$ cat config.mk
export PLATFORM = sky130hd
export DESIGN_NAME = scp_host_flat
export DESIGN_NICKNAME = d
export VERILOG_FILES = /design/src/inc/scp_pkg.sv /design/src/inc/scp_link_if.sv /design/src/design/scp_sync.sv /design/src/design/scp_host.sv /design/src/flat_wrapper.sv
export SDC_FILE = /design/constraint.sdc
export NUM_CORES = 1
export LEC_CHECK = 0
export BUFFER_PORTS_ARGS = -buffer_cell sky130_fd_sc_hd__buf_2
export CORE_UTILIZATION = 25
export DETAILED_ROUTE_END_ITERATION = 8
export HOLD_SLACK_MARGIN = 0.08
export PLACE_DENSITY = 0.39
export SLEW_MARGIN = 20
export SYNTH_ARGS = -nofsm -noshare
export SYNTH_HDL_FRONTEND = slang
export SYNTH_SLANG_ARGS = --single-unit
export TNS_END_PERCENT = 20
$ cat constraint.sdc
create_clock -name hclk -period 3.15 [get_ports hclk]
set_input_delay 0.315 -clock hclk [delete_from_list [all_inputs] [get_ports hclk]]
set_output_delay 0.315 -clock hclk [all_outputs]
set_load 0.01 [all_outputs]
$ cat src/inc/scp_pkg.sv
// Shared constants of the serial command port
package scp_pkg;
   // ==============================================================
   // Frame layout
   localparam int ID_W = 6;
   localparam int WORD_W = 16;
   localparam int ROW_W = 8;
   localparam logic [4:0] RS_BIT = 5'h07;
   localparam logic [4:0] RW_BIT = 5'h08;
   localparam logic [4:0] START_BITS = 5'h08;
   localparam logic [4:0] FRAME_BITS = 5'h18;
   localparam logic [4:0] LAST_IDX = 5'h17;
   localparam logic [7:0] STATUS_LOW = 8'h00;
   // ==============================================================
   // Reset values
   localparam logic [4:0] SYNC_RST = 5'h1F;
   localparam logic [7:0] INDEX_RST = 8'h00;
   localparam logic [15:0] WORD_RST = 16'h0000;
   // ==============================================================
   // Timing, clock 200 MHz
   localparam int CLK_PERIOD_PS = 5000;
   localparam int RST_TIME_NS = 10;
   localparam int RST_TIME_US = 10;
   localparam int RST_CYC =
      (RST_TIME_US * 1000000 + CLK_PERIOD_PS - 1) / CLK_PERIOD_PS;
   localparam logic [11:0] SCK_HALF_CYC = 12'h00C;
   // ==============================================================
   // Controller register offsets and fields
   localparam logic [7:0] OFS_CTRL = 8'h00;
   localparam logic [7:0] OFS_TXDATA = 8'h04;
   localparam logic [7:0] OFS_RXDATA = 8'h08;
   localparam logic [7:0] OFS_STATUS = 8'h0C;
   localparam logic [7:0] OFS_CHIPADDR = 8'h10;
   localparam int CTRL_START = 0;
   localparam int CTRL_RS = 1;
   localparam int CTRL_RW = 2;
   localparam int CTRL_RESET = 3;
   localparam int STAT_BUSY = 0;
   localparam int STAT_DONE = 1;
   localparam logic [5:0] CHIPADDR_RST = 6'h00;
endpackage : scp_pkg

$ cat src/inc/scp_link_if.sv
// Serial link between host controller and device
`timescale 1ns/1ps
`default_nettype none
interface scp_link_if;
   logic serial_select_n;
   logic serial_clk;
   logic serial_din;
   logic serial_dout;
   logic serial_dout_oe;
   logic reset_n_pin;
   modport device (
      input serial_select_n, serial_clk, serial_din, reset_n_pin,
      output serial_dout, serial_dout_oe
   );
   modport host (
      output serial_select_n, serial_clk, serial_din, reset_n_pin,
      input serial_dout, serial_dout_oe
   );
endinterface : scp_link_if
`default_nettype wire

$ cat src/design/scp_sync.sv
// Two-stage synchroniser for asynchronous inputs
`timescale 1ns/1ps
`default_nettype none
module scp_sync #(
   parameter int W = 1,
   parameter logic [W-1:0] RST = '0
) (
   input wire logic hclk,
   input wire logic hresetn,
   input wire logic [W-1:0] d,
   output logic [W-1:0] q
);
   logic [W-1:0] meta_reg;
   logic [W-1:0] q_reg;
   // ==============================================================
   // Only the second stage is visible outside
   always_ff @(posedge hclk or negedge hresetn) begin
      if (!hresetn) begin
         meta_reg <= RST;
         q_reg <= RST;
      end else begin
         meta_reg <= d;
         q_reg <= meta_reg;
      end
   end
   assign q = q_reg;
endmodule : scp_sync
`default_nettype wire

$ cat src/design/scp_host.sv
// Host controller end of the serial command port, AHB-Lite slave
`timescale 1ns/1ps
`default_nettype none
module scp_host (
   input wire logic hclk,
   input wire logic hresetn,
   input wire logic hsel,
   input wire logic [31:0] haddr,
   input wire logic [1:0] htrans,
   input wire logic hwrite,
   input wire logic [2:0] hsize,
   input wire logic [31:0] hwdata,
   input wire logic hready,
   output logic hreadyout,
   output logic hresp,
   output logic [31:0] hrdata,
   scp_link_if.host link
);
   import scp_pkg::*;
   typedef enum logic [2:0] {
      ST_IDLE, ST_RESET, ST_SETUP, ST_LOW, ST_HIGH, ST_END, ST_GAP
   } scp_state_t;
   scp_state_t state_reg;
   logic [11:0] timer_reg;
   logic [4:0] bit_reg;
   logic [FRAME_BITS-1:0] frame_reg;
   logic [WORD_W-1:0] rx_reg;
   logic [WORD_W-1:0] txdata_reg;
   logic [5:0] chipaddr_reg;
   logic done_reg;
   logic ap_wr_reg;
   logic [7:0] ap_addr_reg;
   logic cs_reg, sck_reg, din_reg, rstn_reg;
   logic hrdy_reg;
   logic [31:0] hrdata_reg;
   logic sdo_s;
   logic wr_ctrl, tdone, finish, ap_take;
   logic [31:0] rd_mux;
   scp_sync #(.W(1), .RST(1'b0)) u_sync (
      .hclk(hclk),
      .hresetn(hresetn),
      .d(link.serial_dout && link.serial_dout_oe),
      .q(sdo_s)
   );
   // ==============================================================
   // AHB-Lite slave, zero wait states
   assign ap_take = hsel && hready && htrans[1];
   assign wr_ctrl = ap_wr_reg && (ap_addr_reg == OFS_CTRL);
   always_comb begin
      case (haddr[7:0])
         OFS_TXDATA: rd_mux = {16'h0000, txdata_reg};
         OFS_RXDATA: rd_mux = {16'h0000, rx_reg};
         OFS_STATUS: rd_mux = {30'h0, done_reg,
                               state_reg != ST_IDLE};
         OFS_CHIPADDR: rd_mux = {26'h0, chipaddr_reg};
         default: rd_mux = 32'h00000000;
      endcase
   end
   always_ff @(posedge hclk or negedge hresetn) begin
      if (!hresetn) begin
         ap_wr_reg <= 1'b0;
         ap_addr_reg <= 8'h00;
         hrdata_reg <= 32'h00000000;
         hrdy_reg <= 1'b0;
      end else begin
         hrdy_reg <= 1'b1;
         ap_wr_reg <= ap_take && hwrite;
         ap_addr_reg <= haddr[7:0];
         if (ap_take && !hwrite) begin
            hrdata_reg <= rd_mux;
         end
      end
   end
   always_ff @(posedge hclk or negedge hresetn) begin
      if (!hresetn) begin
         txdata_reg <= WORD_RST;
         chipaddr_reg <= CHIPADDR_RST;
      end else if (ap_wr_reg) begin
         if (ap_addr_reg == OFS_TXDATA) begin
            txdata_reg <= hwdata[WORD_W-1:0];
         end
         if (ap_addr_reg == OFS_CHIPADDR) begin
            chipaddr_reg <= hwdata[5:0];
         end
      end
   end
   // Completion flag: a finish in the clearing cycle still sets it
   assign finish = tdone && (state_reg == ST_GAP || state_reg == ST_RESET);
   always_ff @(posedge hclk or negedge hresetn) begin
      if (!hresetn) begin
         done_reg <= 1'b0;
      end else if (finish) begin
         done_reg <= 1'b1;
      end else if (ap_wr_reg && ap_addr_reg == OFS_STATUS
                   && hwdata[STAT_DONE]) begin
         done_reg <= 1'b0;
      end
   end
   // ==============================================================
   // Link sequencer; the link clock is divided from hclk
   assign tdone = (timer_reg == 12'h000);
   always_ff @(posedge hclk or negedge hresetn) begin
      if (!hresetn) begin
         state_reg <= ST_IDLE;
         timer_reg <= 12'h000;
         bit_reg <= 5'h00;
         frame_reg <= '0;
         rx_reg <= WORD_RST;
         cs_reg <= 1'b1;
         sck_reg <= 1'b1;
         din_reg <= 1'b1;
         rstn_reg <= 1'b1;
      end else begin
         if (!tdone) begin
            timer_reg <= timer_reg - 12'h001;
         end
         case (state_reg)
            ST_IDLE: begin
               if (wr_ctrl && hwdata[CTRL_RESET]) begin
                  rstn_reg <= 1'b0;
                  timer_reg <= 12'(RST_CYC - 1);
                  state_reg <= ST_RESET;
               end else if (wr_ctrl && hwdata[CTRL_START]) begin
                  cs_reg <= 1'b0;
                  sck_reg <= 1'b0;
                  frame_reg <= {chipaddr_reg, hwdata[CTRL_RS],
                                hwdata[CTRL_RW], txdata_reg};
                  bit_reg <= 5'h00;
                  timer_reg <= SCK_HALF_CYC;
                  state_reg <= ST_SETUP;
               end
            end
            ST_RESET: begin
               if (tdone) begin
                  rstn_reg <= 1'b1;
                  state_reg <= ST_IDLE;
               end
            end
            ST_SETUP: begin
               if (tdone) begin
                  din_reg <= frame_reg[FRAME_BITS-1];
                  timer_reg <= SCK_HALF_CYC;
                  state_reg <= ST_LOW;
               end
            end
            ST_LOW: begin
               if (tdone) begin
                  sck_reg <= 1'b1;
                  rx_reg <= {rx_reg[WORD_W-2:0], sdo_s};
                  timer_reg <= SCK_HALF_CYC;
                  state_reg <= ST_HIGH;
               end
            end
            ST_HIGH: begin
               if (tdone) begin
                  sck_reg <= 1'b0;
                  timer_reg <= SCK_HALF_CYC;
                  if (bit_reg == LAST_IDX) begin
                     state_reg <= ST_END;
                  end else begin
                     bit_reg <= bit_reg + 5'h01;
                     frame_reg <= {frame_reg[FRAME_BITS-2:0], 1'b0};
                     din_reg <= frame_reg[FRAME_BITS-2];
                     state_reg <= ST_LOW;
                  end
               end
            end
            ST_END: begin
               if (tdone) begin
                  // Data holds through the closing clock rise
                  cs_reg <= 1'b1;
                  sck_reg <= 1'b1;
                  timer_reg <= SCK_HALF_CYC;
                  state_reg <= ST_GAP;
               end
            end
            ST_GAP: begin
               if (tdone) begin
                  din_reg <= 1'b1;
                  state_reg <= ST_IDLE;
               end
            end
            default: begin
               state_reg <= ST_IDLE;
            end
         endcase
      end
   end
   assign hreadyout = hrdy_reg;
   assign hresp = 1'b0;
   assign hrdata = hrdata_reg;
   assign link.serial_select_n = cs_reg;
   assign link.serial_clk = sck_reg;
   assign link.serial_din = din_reg;
   assign link.reset_n_pin = rstn_reg;
endmodule : scp_host
`default_nettype wire

$ cat src/flat_wrapper.sv
// flat-port wrapper written by rule: the top's interface ports become plain ports
module scp_host_flat import scp_pkg::*;
  (hclk, hresetn, hsel, haddr, htrans, hwrite, hsize, hwdata, hready, hreadyout, hresp, hrdata, link_serial_select_n, link_serial_clk, link_serial_din, link_reset_n_pin, link_serial_dout, link_serial_dout_oe);
  scp_link_if link_i ();
  input wire logic hclk;
  input wire logic hresetn;
  input wire logic hsel;
  input wire logic [31:0] haddr;
  input wire logic [1:0] htrans;
  input wire logic hwrite;
  input wire logic [2:0] hsize;
  input wire logic [31:0] hwdata;
  input wire logic hready;
  output logic hreadyout;
  output logic hresp;
  output logic [31:0] hrdata;
  output wire logic [$bits(link_i.serial_select_n)-1:0] link_serial_select_n;
  output wire logic [$bits(link_i.serial_clk)-1:0] link_serial_clk;
  output wire logic [$bits(link_i.serial_din)-1:0] link_serial_din;
  output wire logic [$bits(link_i.reset_n_pin)-1:0] link_reset_n_pin;
  input wire logic [$bits(link_i.serial_dout)-1:0] link_serial_dout;
  input wire logic [$bits(link_i.serial_dout_oe)-1:0] link_serial_dout_oe;
  assign link_serial_select_n = link_i.serial_select_n;
  assign link_serial_clk = link_i.serial_clk;
  assign link_serial_din = link_i.serial_din;
  assign link_reset_n_pin = link_i.reset_n_pin;
  assign link_i.serial_dout = link_serial_dout;
  assign link_i.serial_dout_oe = link_serial_dout_oe;
  scp_host u_core (.hclk(hclk), .hresetn(hresetn), .hsel(hsel), .haddr(haddr), .htrans(htrans), .hwrite(hwrite), .hsize(hsize), .hwdata(hwdata), .hready(hready), .hreadyout(hreadyout), .hresp(hresp), .hrdata(hrdata), .link(link_i));
endmodule
Word-level counts from Yosys, hierarchy flattened
Index checks and enable logic that the tools add are counted.
{ "word_totals": {"register_bits": 131, "elab_cells": 121, "inputBits": 76, "output_inout_bits": 38} }
{ "classes": {"add_sub_neg": 2, "mux": 39, "n_reduce_logical": 35, "n_eq_ne": 27} }
{ "op_table": {"columns": ["operator", "n"], "rows": [
  ["$mux W24", 4],
  ["$pmux W16 S4", 1],
  ["$mux W12", 4],
  ["$pmux W24 S2", 1],
  ["$eq A8 B4 Y1 const B", 3],
  ["$mux W3", 8],
  ["$pmux W12 S2", 1],
  ["$mux W5", 4],
  ["$ne A2 B1 Y1 const B", 10],
  ["$pmux W3 S6", 1],
  ["$eq A8 B3 Y1 const B", 2],
  ["$eq A8 B5 Y1 const B", 2],
  ["$reduce_and A5 Y1", 3],
  ["$logic_not A12 Y1", 1],
  ["$sub A12 B1 Y12 const B", 1],
  ["$logic_and A1 B1 Y1", 11],
  ["$mux W1", 10],
  ["$pmux W5 S2", 1],
  ["$eq A3 B3 Y1 const B", 3],
  ["$reduce_bool A3 Y1", 3],
  ["$logic_not A8 Y1", 1],
  ["$reduce_bool A2 Y1", 4],
  ["$eq A3 B2 Y1 const B", 2],
  ["$pmux W1 S3", 2],
  ["other kinds (15)", 20]
]} }

Depth between registers and ports, before layout
Gate-level depths: netlist of run 1.
{ "logic_depth": {"word_depth": 6, "depth_mapped": 10, "mapped_depth_nobuf": 9} }

Hierarchy
From an unflattened synthesis of run 1, not the netlist that was laid out.
{ "unflattened": {"hier_cells": 492, "hier_area_um2": 5336.4} }
{ "modules_own_cells": {"columns": ["module", "instances", "seq_area_each_um2", "area_per_inst_um2", "cells_each"], "rows": [
  ["scp_host", 1, 2832.7, 5286.3, 490],
  ["scp_sync", 1, 50.0, 50.0, 2]
]} }

Worst setup path before layout of run 1
No wires, ideal clock.
{ "synth_path": {"path_type": "register to register", "startpoint": "register u_core.timer_reg[0]", "endpoint": "register u_core.timer_reg[0]", "setup_ps": 124, "arrival_time_ps": 2080, "n_path_buf": 1, "t_required_ps": 3026, "path_stages_with_launch": 10, "period_less_slack_ps": 2204, "setup_slack_ps": 946, "cell_sequence": "dfrtp_1 > inv_1 > ha_1 > nor3b_2 > nand3_1 > clkbuf_1 > ha_1 > nor2_1 > a22o_1 > o31a_1"} }
{ "synth_between": {"elab_chain_len": 5, "word_cells_on_any_way": 7, "cone_classes": "add/sub (1); mux (5); reduce/logical (1)"} }
{ "synth_lines": {"columns": ["item", "line", "source"], "rows": [
  ["start: declaration", "scp_host.sv:24", "logic [11:0] timer_reg;"],
  ["start signal: assignment", "scp_host.sv:115", "timer_reg <= timer_reg - 12'h001;"],
  ["start signal: assignment", "scp_host.sv:121", "timer_reg <= 12'(RST_CYC - 1);"],
  ["$sub A12 B1 Y12 or $logic_not A12 Y1 (tied branches)", "scp_host.sv:115, scp_host.sv:101", null],
  ["$mux W12", "scp_host.sv:114", "if (!tdone) begin"],
  ["$mux W12", "scp_host.sv:123", "end else if (wr_ctrl && hwdata[CTRL_START]) begin"],
  ["$mux W12", "scp_host.sv:119", "if (wr_ctrl && hwdata[CTRL_RESET]) begin"],
  ["$pmux W12 S2 *", "scp_host.sv:117", "case (state_reg)"]
]} }
Mark *: on every way between the ends. The rest lies on a longest branch, timed or not.
A chain may end at the register's enable or synchronous reset.

Worst setup path in the final report of run 1
{ "layout_path": {"startpoint": "register u_core.timer_reg[0]", "endpoint": "register u_core.frame_reg[12]"} }
{ "layout_between": {"elab_chain_len": 3} }
{ "layout_lines": {"columns": ["item", "line", "source"], "rows": [
  ["$logic_not A12 Y1", "scp_host.sv:101", "assign tdone = (timer_reg == 12'h000);"],
  ["$ne A2 B1 Y1 (no line)", null, null],
  ["$reduce_and A5 Y1 (no line)", null, null],
  ["end signal: assignment", "scp_host.sv:126", "frame_reg <= {chipaddr_reg, hwdata[CTRL_RS],"],
  ["end signal: assignment", "scp_host.sv:162", "frame_reg <= {frame_reg[FRAME_BITS-2:0], 1'b0};"],
  ["end: declaration", "scp_host.sv:26", "logic [FRAME_BITS-1:0] frame_reg;"]
]} }
No other way between the ends.

==> reports/qor.yml, run 1 <==
cells_and_area:
  nets: 621
  seq_area_mm2: 0.002883
  syn_to_final_growth_pct: 22.98
  layout-drive-gt1-share_pct: 35.44
  largest_reg_flops: 24
  fin_cells: 833
  n_fill_cell: 2230
  multi_input_area_mm2: 0.002466
  antenna_cells: 0
placement:
  hpwl_um: 9295
  dpl.cell_count: 796
  gp_congestion: 0.7054
  place_ws_ps: 618.4
  port_buffers: 52
pwr:
  power_mw: 3.559
  powerDensity_mw_per_mm2: 523.6
  peakVddDrop_mv: 0.2414
  power_leakage_nw: 3.112
global_route:
  antenna_found_initial: 0
  grt_max_degree: 74
  gr-usage-all-layers_pct: 12.65
  grt_pass1_wl_um: 21270
  grt-ovfl-total: 0
  grt_pass1_vias: 3764
status:
  status: "finished, final reports clean"
setup_path:
  cp-end-kind: "register"
  startpoint_type: "register"
  required_ps: 3440
  max_stage_delay_ps: 490
  crit_arrival_ps: 2840
  cp_slowest_cell: "nor3b_2"
  critPathKind: "reg -> reg"
  path_cells: "inv_1, ha_1, nor3b_2, nand3_1, o21ai_2, buf_4, mux2_2"
  crit_fanout: 24
cts:
  cts_setup_buffers: 0
  clock_sinks: 115
  cts_max_level: 4
  cts-buffers-inserted: 17
  cts-root-buf: "clkbuf_16"
  worstSkewPairLatency_ps: 410
  cts_tree: "yes"
  cts_buffer_depth: 2
  cts.reportedPaths.clkPinSlew_ps: 50
synth:
  synth.distinct_cells: 54
  ys_warn_count: 0
  synth-seq-cells: 115
  netlist_instances: 468
  synth_top_area_share_pct: 50.26
  async_flop_share_pct: 100.0
  syn_area_per_cell_um2: 11.81
  synth_top_cell_by_area: "dfrtp_1"
  synth-edff-count: 0
  synth_area_mm2: 0.005527
  ys_seq_area_share_pct: 52.16
  synth_flop_cell: "dfrtp_1"
  synth_area_leaders: "dfrtp_1 50%, mux2_2 15%, mux2_4 2.7%, o21ai_0 2.6%, nand2_1 2.4%"
die:
  core_area_mm2: 0.02176
  rows: 54
  initial_core_util_pct: 25.40
  die_area_mm2: 0.02270
  die_x_um: 150.7
  die_y_um: 150.7
  pin_count: 114
timing:
  finalSetupViolCount: 0
  worst_pin_slew_ps: 770.5
  worst_slew_margin_rel_pct: 48.63
  final_period_minus_worst_setup_slack_ps: 2547
  tns_ps: 0
  rsz0062_at_grt: "no"
  skew_ps: 8.761
  fmaxAchievable_mhz: 392.6
  layout_setup_ws_ps: 602.8
  final_max_slew_viol_count: 0
  hold_viol_final: 0
  period_share_pct: 80.86
worst_hold_path:
  worstHoldPathType: "in -> reg"
route:
  postRouteAntennaNets: 0
  routed_wl_um: 13350
  vias_per_cell: 4.593
  drt_iter0_drc: 183
  drc: 0
  vias: 3826
  wl_per_cell_um: 16.02
  drt-pass1-iter-count: 4
job:
  drv_cap: 0
## cells in the final DEF, fill, tap and decap left out, types with 7 or more instances in the layout
master,synthesis,final
a21oi_1,11,11
a22oi_1,16,16
buf_2,6,51
buf_4,17,17
clkbuf_16,0,17
conb_1,2,18
dfrtp_1,111,111
dlygate4sd3_1,0,7
mux2_2,73,73
mux2_4,10,10
nand2_1,35,35
nand3_1,11,11
nor2_1,11,11
nor3_1,13,13
o21ai_0,29,29
xnor2_1,8,8
## worst max-delay path: cells and delay by family (launching register included)
| kind | cells | cell delay (ps) |
|---|---|---|
| compound gates | 1 | 200 |
| simple gates | 2 | 810 |
| buf+inv | 2 | 410 |
| mux | 1 | 380 |
| fa+ha+maj | 1 | 200 |
| flops | 1 | 390 |
## layer usage
metal,routed length [µm],track usage (%),up-vias
li1,-,-,1837
met1,6841,18.08,1893
met2,5835,18.48,79
met3,443,2.364,17
met4,225,5.450,0
met5,0,0,-
## final timing paths
| kind | cells past startpoint | start | end | slack (ps) |
|---|---|---|---|---|
| max in group asynchronous | 3 | hresetn | u_core.frame_reg[7]$_DFFE_PN0P_ | 1920 |
| min in group asynchronous | 2 | hresetn | u_core.hreadyout$_DFF_PN0_ | 490 |
| hold reg to reg | 0 | u_core.u_sync.meta_reg$_DFF_PN0_ | u_core.u_sync.q$_DFF_PN0_ | 350 |
| setup / recovery | 7 | u_core.timer_reg[0]$_DFF_PN0_ | u_core.frame_reg[12]$_DFFE_PN0P_ | 600 |
| setup reg to reg | 7 | u_core.timer_reg[0]$_DFF_PN0_ | u_core.frame_reg[12]$_DFFE_PN0P_ | 600 |
| hold / removal | 1 | haddr[3] | u_core.ap_addr_reg[3]$_DFF_PN0_ | 110 |
## synthesized netlist by cell type, types with 6 or more instances
master / number
mux2_4: 10
nor3_1: 13
inv_1: 6
buf_2: 6
nand2_1: 35
xnor2_1: 8
nor2_1: 11
nand3_1: 11
buf_4: 17
nor2b_1: 6
dfrtp_1: 111
a22oi_1: 16
clkbuf_1: 13
a22o_1: 6
o21ai_0: 29
a21oi_1: 11
mux2_2: 73
nand4_1: 6
## final cells by class
| class | count | share of cell area (%) |
|---|---|---|
| sequential | 115 | 42.42 |
| clock buffer | 20 | 6.719 |
| clock inverter | 10 | 1.970 |
| tap | 280 | 5.155 |
| inverter | 6 | 0.3314 |
| multi-input combinational | 325 | 36.29 |
| timing repair buffer | 77 | 7.124 |
## through the flow
stage               instance area, µm²  utilization, %  hold WS [ps]
floorplan                         5587               -         19.41
global placement                  6132           28.19         341.0
detailed placement                6132           28.19         341.0
CTS                               6783           31.18         85.54
global route                      6797           31.24         98.51
finish                            6797           31.24         111.0
## where the power goes
part / internal [mW] / switching, mW / total, mW
clock network: 1.27 / 0.666 / 1.94
logic: 0.0433 / 0.0740 / 0.117
registers: 1.49 / 0.0116 / 1.51
total: 2.81 / 0.752 / 3.56
## timing repair
| item | in CTS | in global routing |
|---|---|---|
| endpoints found under the hold margin | 6 | 67 |
| resized for setup | 0 | 0 |
| hold buffers | 6 | 1 |
## kinds of logic after synthesis
logic type	count (synthesis)	share of synthesized area (%)
AO/OA/AOI/OAI	84	9.826
adder cells (fa/ha/maj)	3	0.6793
buffers and inverters	44	4.415
multiplexers	88	18.50
other	2	0.1359
flip-flops	115	52.16
XOR/XNOR	8	1.268
AND/OR/NAND/NOR	124	13.02
No activity file was read; power rests on OpenSTA's default activity.
==> run 2, diff against run 1 <==
clock period = 2.6 ns   (was 3.15 ns; I/O delays follow)
==> reports/qor.yml, run 2 (synthesis gave the netlist of run 1 again) <==
die:
  die_x_um: 150.7  # unchanged
  rows: 54  # unchanged
  die_y_um: 150.7  # unchanged
  die_area_mm2: 0.02270  # unchanged
  pin_count: 114  # unchanged
  core_area_mm2: 0.02176  # unchanged
  initial_core_util_pct: 25.40  # unchanged
global_route:
  grt_max_degree: 62  # was 74
  antenna_found_initial: 0  # unchanged
  gr-usage-all-layers_pct: 12.75  # was 12.65%
  grt_pass1_vias: 3850  # was 3,764
  grt_pass1_wl_um: 21720  # was 21,270 µm
  grt-ovfl-total: 0  # unchanged
cells_and_area:
  final_cell_mix: "111 x dfrtp_1, 73 x mux2_2, 51 x buf_2"  # unchanged
  postLayoutCoreUtil_pct: 31.90  # was 31.24%
  nets: 635  # was 621
  multi_input_area_mm2: 0.002466  # unchanged
  layout-drive-gt1-share_pct: 35.50  # was 35.44%
  final_common_cell: "dfrtp_1"  # unchanged
  largest_reg_flops: 24  # unchanged
  n_fill_cell: 2233  # was 2,230
  fin_area_mm2: 0.006940  # was 0.006797 mm²
  syn_to_final_growth_pct: 25.58  # was 22.98%
  antenna_cells: 0  # unchanged
  seq_area_mm2: 0.002883  # unchanged
setup_path:
  cp-end-kind: "register"  # unchanged
  critPathKind: "reg -> reg"  # unchanged
  cp_top_family: "simple AND/OR/NAND/NOR gates"  # unchanged
  startpoint_type: "register"  # unchanged
  required_ps: 2900  # was 3440 ps
  cp_num_buf_inv: 2  # unchanged
  crit_arrival_ps: 2670  # was 2840 ps
  max_stage_delay_ps: 480  # was 490 ps
  crit_fanout: 16  # was 24
  cp_slowest_cell: "or4_1"  # was nor3b_2
  path_cells: "inv_1, ha_1, nor3b_2, nand3_1, or4_1, buf_4, mux2_4"  # was inv_1, ha_1, nor3b_2, nand3_1, o21ai_2, buf_4, mux2_2
cts:
  cts.reportedPaths.clkPinSlew_ps: 60  # was 50 ps
  clock_sinks: 115  # unchanged
  cts-buffers-inserted: 17  # unchanged
  cts_buffer_depth: 2  # unchanged
  cts_resized: 0  # unchanged
  cts_tree: "yes"  # unchanged
  cts_setup_buffers: 0  # unchanged
  cts-root-buf: "clkbuf_16"  # unchanged
  worstSkewPairLatency_ps: 410  # about the same
  cts_max_level: 4  # unchanged
timing:
  whs_ps: 98.68  # was 111.0 ps
  worst_pin_slew_ps: 652.7  # was 770.5 ps
  layout_setup_ws_ps: 224.9  # was 602.8 ps
  rsz0062_at_grt: "no"  # unchanged
  period_share_pct: 91.35  # was 80.86%
  skew_ps: 6.858  # was 8.761 ps
  finalSetupViolCount: 0  # unchanged
  tns_ps: 0  # unchanged
  worst_slew_margin_rel_pct: 56.19  # was 48.63%
  fmaxAchievable_mhz: 421.0  # was 392.6 MHz
  final_period_minus_worst_setup_slack_ps: 2375  # was 2547 ps
  final_max_slew_viol_count: 0  # unchanged
  hold_viol_final: 0  # unchanged
pwr:
  power_leakage_nw: 3.160  # was 3.112 nW
  power_frac_seq_pct: 42.4  # was 42.3%
  peakVddDrop_mv: 0.3345  # was 0.2414 mV
  combPwrFrac_pct: 3.6  # was 3.3%
  clock_power_share_pct: 54.1  # was 54.4%
  powerDensity_mw_per_mm2: 619.5  # was 523.6 mW/mm²
  power_switching_mw: 0.9855  # was 0.7520 mW
  swShare_pct: 22.92  # was 21.13%
  intPower_mw: 3.314  # was 2.807 mW
status:
  status: "finished, final reports clean"  # unchanged
placement:
  port_buffers: 52  # unchanged
  place_area_mm2: 0.006167  # was 0.006132 mm²
  gp_congestion: 0.6993  # was 0.7054
  hpwl_um: 9484  # was 9295 µm
  place_ws_ps: 234.1  # was 618.4 ps
job:
  drv_cap: 0  # unchanged
route:
  wl_per_cell_um: 15.79  # was 16.02 µm
  drc: 0  # unchanged
  drt-pass1-iter-count: 4  # unchanged
  vias: 3871  # was 3,826
  postRouteAntennaNets: 0  # unchanged
  drt_iter0_drc: 159  # was 183
  routed_wl_um: 13410  # was 13,350 µm
  vias_per_cell: 4.559  # was 4.593
worst_hold_path:
  worstHoldPathType: "in -> reg"  # unchanged
[run 2: per-layer routing]
metal	share of wire [%]	global-route usage, %
met1	52	18.28
met2	45	18.73
met3	2.8	2.939
met4	1.0	4.250
met5	0	0
[run 2: final cells by class]
type                            instances  share of cell area [%]
Inverter                                6                  0.3245
Multi-Input combinational cell        325                   35.53
Sequential cell                       115                   41.54
Clock inverter                         14                   2.217
Tap cell                              280                   5.048
Clock buffer                           18                   6.328
Timing Repair Buffer                   91                   9.014
[run 2: worst register-to-register path: stages, from the launching register on]
cell	delay, ps
dfrtp_1	400
inv_1	100
ha_1	200
nor3b_2	400
nand3_1	110
or4_1	480
buf_4	250
mux2_4	330
[run 2: per-stage QoR]
step                      total power [mW]  cells
after floorplan                      1.914    484
after global placement               1.989    799
after detailed placement             1.990    799
after CTS                            4.372    849
after global routing                 4.485    849
final                                4.300    849
[run 2: path summary, 6_finish.rpt]
kind,startpoint,endpoint,slack [ps],depth (start not counted)
max,u_core.timer_reg[0]$_DFF_PN0_,u_core.rx_reg[8]$_DFFE_PN0P_,220,7
min in group asynchronous,hresetn,u_core.bit_reg[3]$_DFFE_PN0P_,280,2
min reg2reg,u_core.u_sync.meta_reg$_DFF_PN0_,u_core.u_sync.q$_DFF_PN0_,350,0
min,hwdata[6],u_core.txdata_reg[6]$_DFFE_PN0P_,100,2
max in group asynchronous,hresetn,u_core.txdata_reg[8]$_DFFE_PN0P_,1570,3
max reg2reg,u_core.timer_reg[0]$_DFF_PN0_,u_core.rx_reg[8]$_DFFE_PN0P_,220,7
[run 2: power by group through the flow]
| stage | Clock, mW | Combinational (mW) | Sequential (mW) |
|---|---|---|---|
| CTS | 2.39 | 0.158 | 1.82 |
| floorplan | 0 | 0.0650 | 1.85 |
| global placement | 0 | 0.135 | 1.85 |
| finish | 2.32 | 0.153 | 1.82 |
| detailed placement | 0 | 0.136 | 1.85 |
| global route | 2.49 | 0.174 | 1.82 |
[run 2: timing repair]
action                     in CTS  in global routing
setup endpoints to repair       0                  0
hold buffers                   18                  0
hold endpoints to repair       35                  0
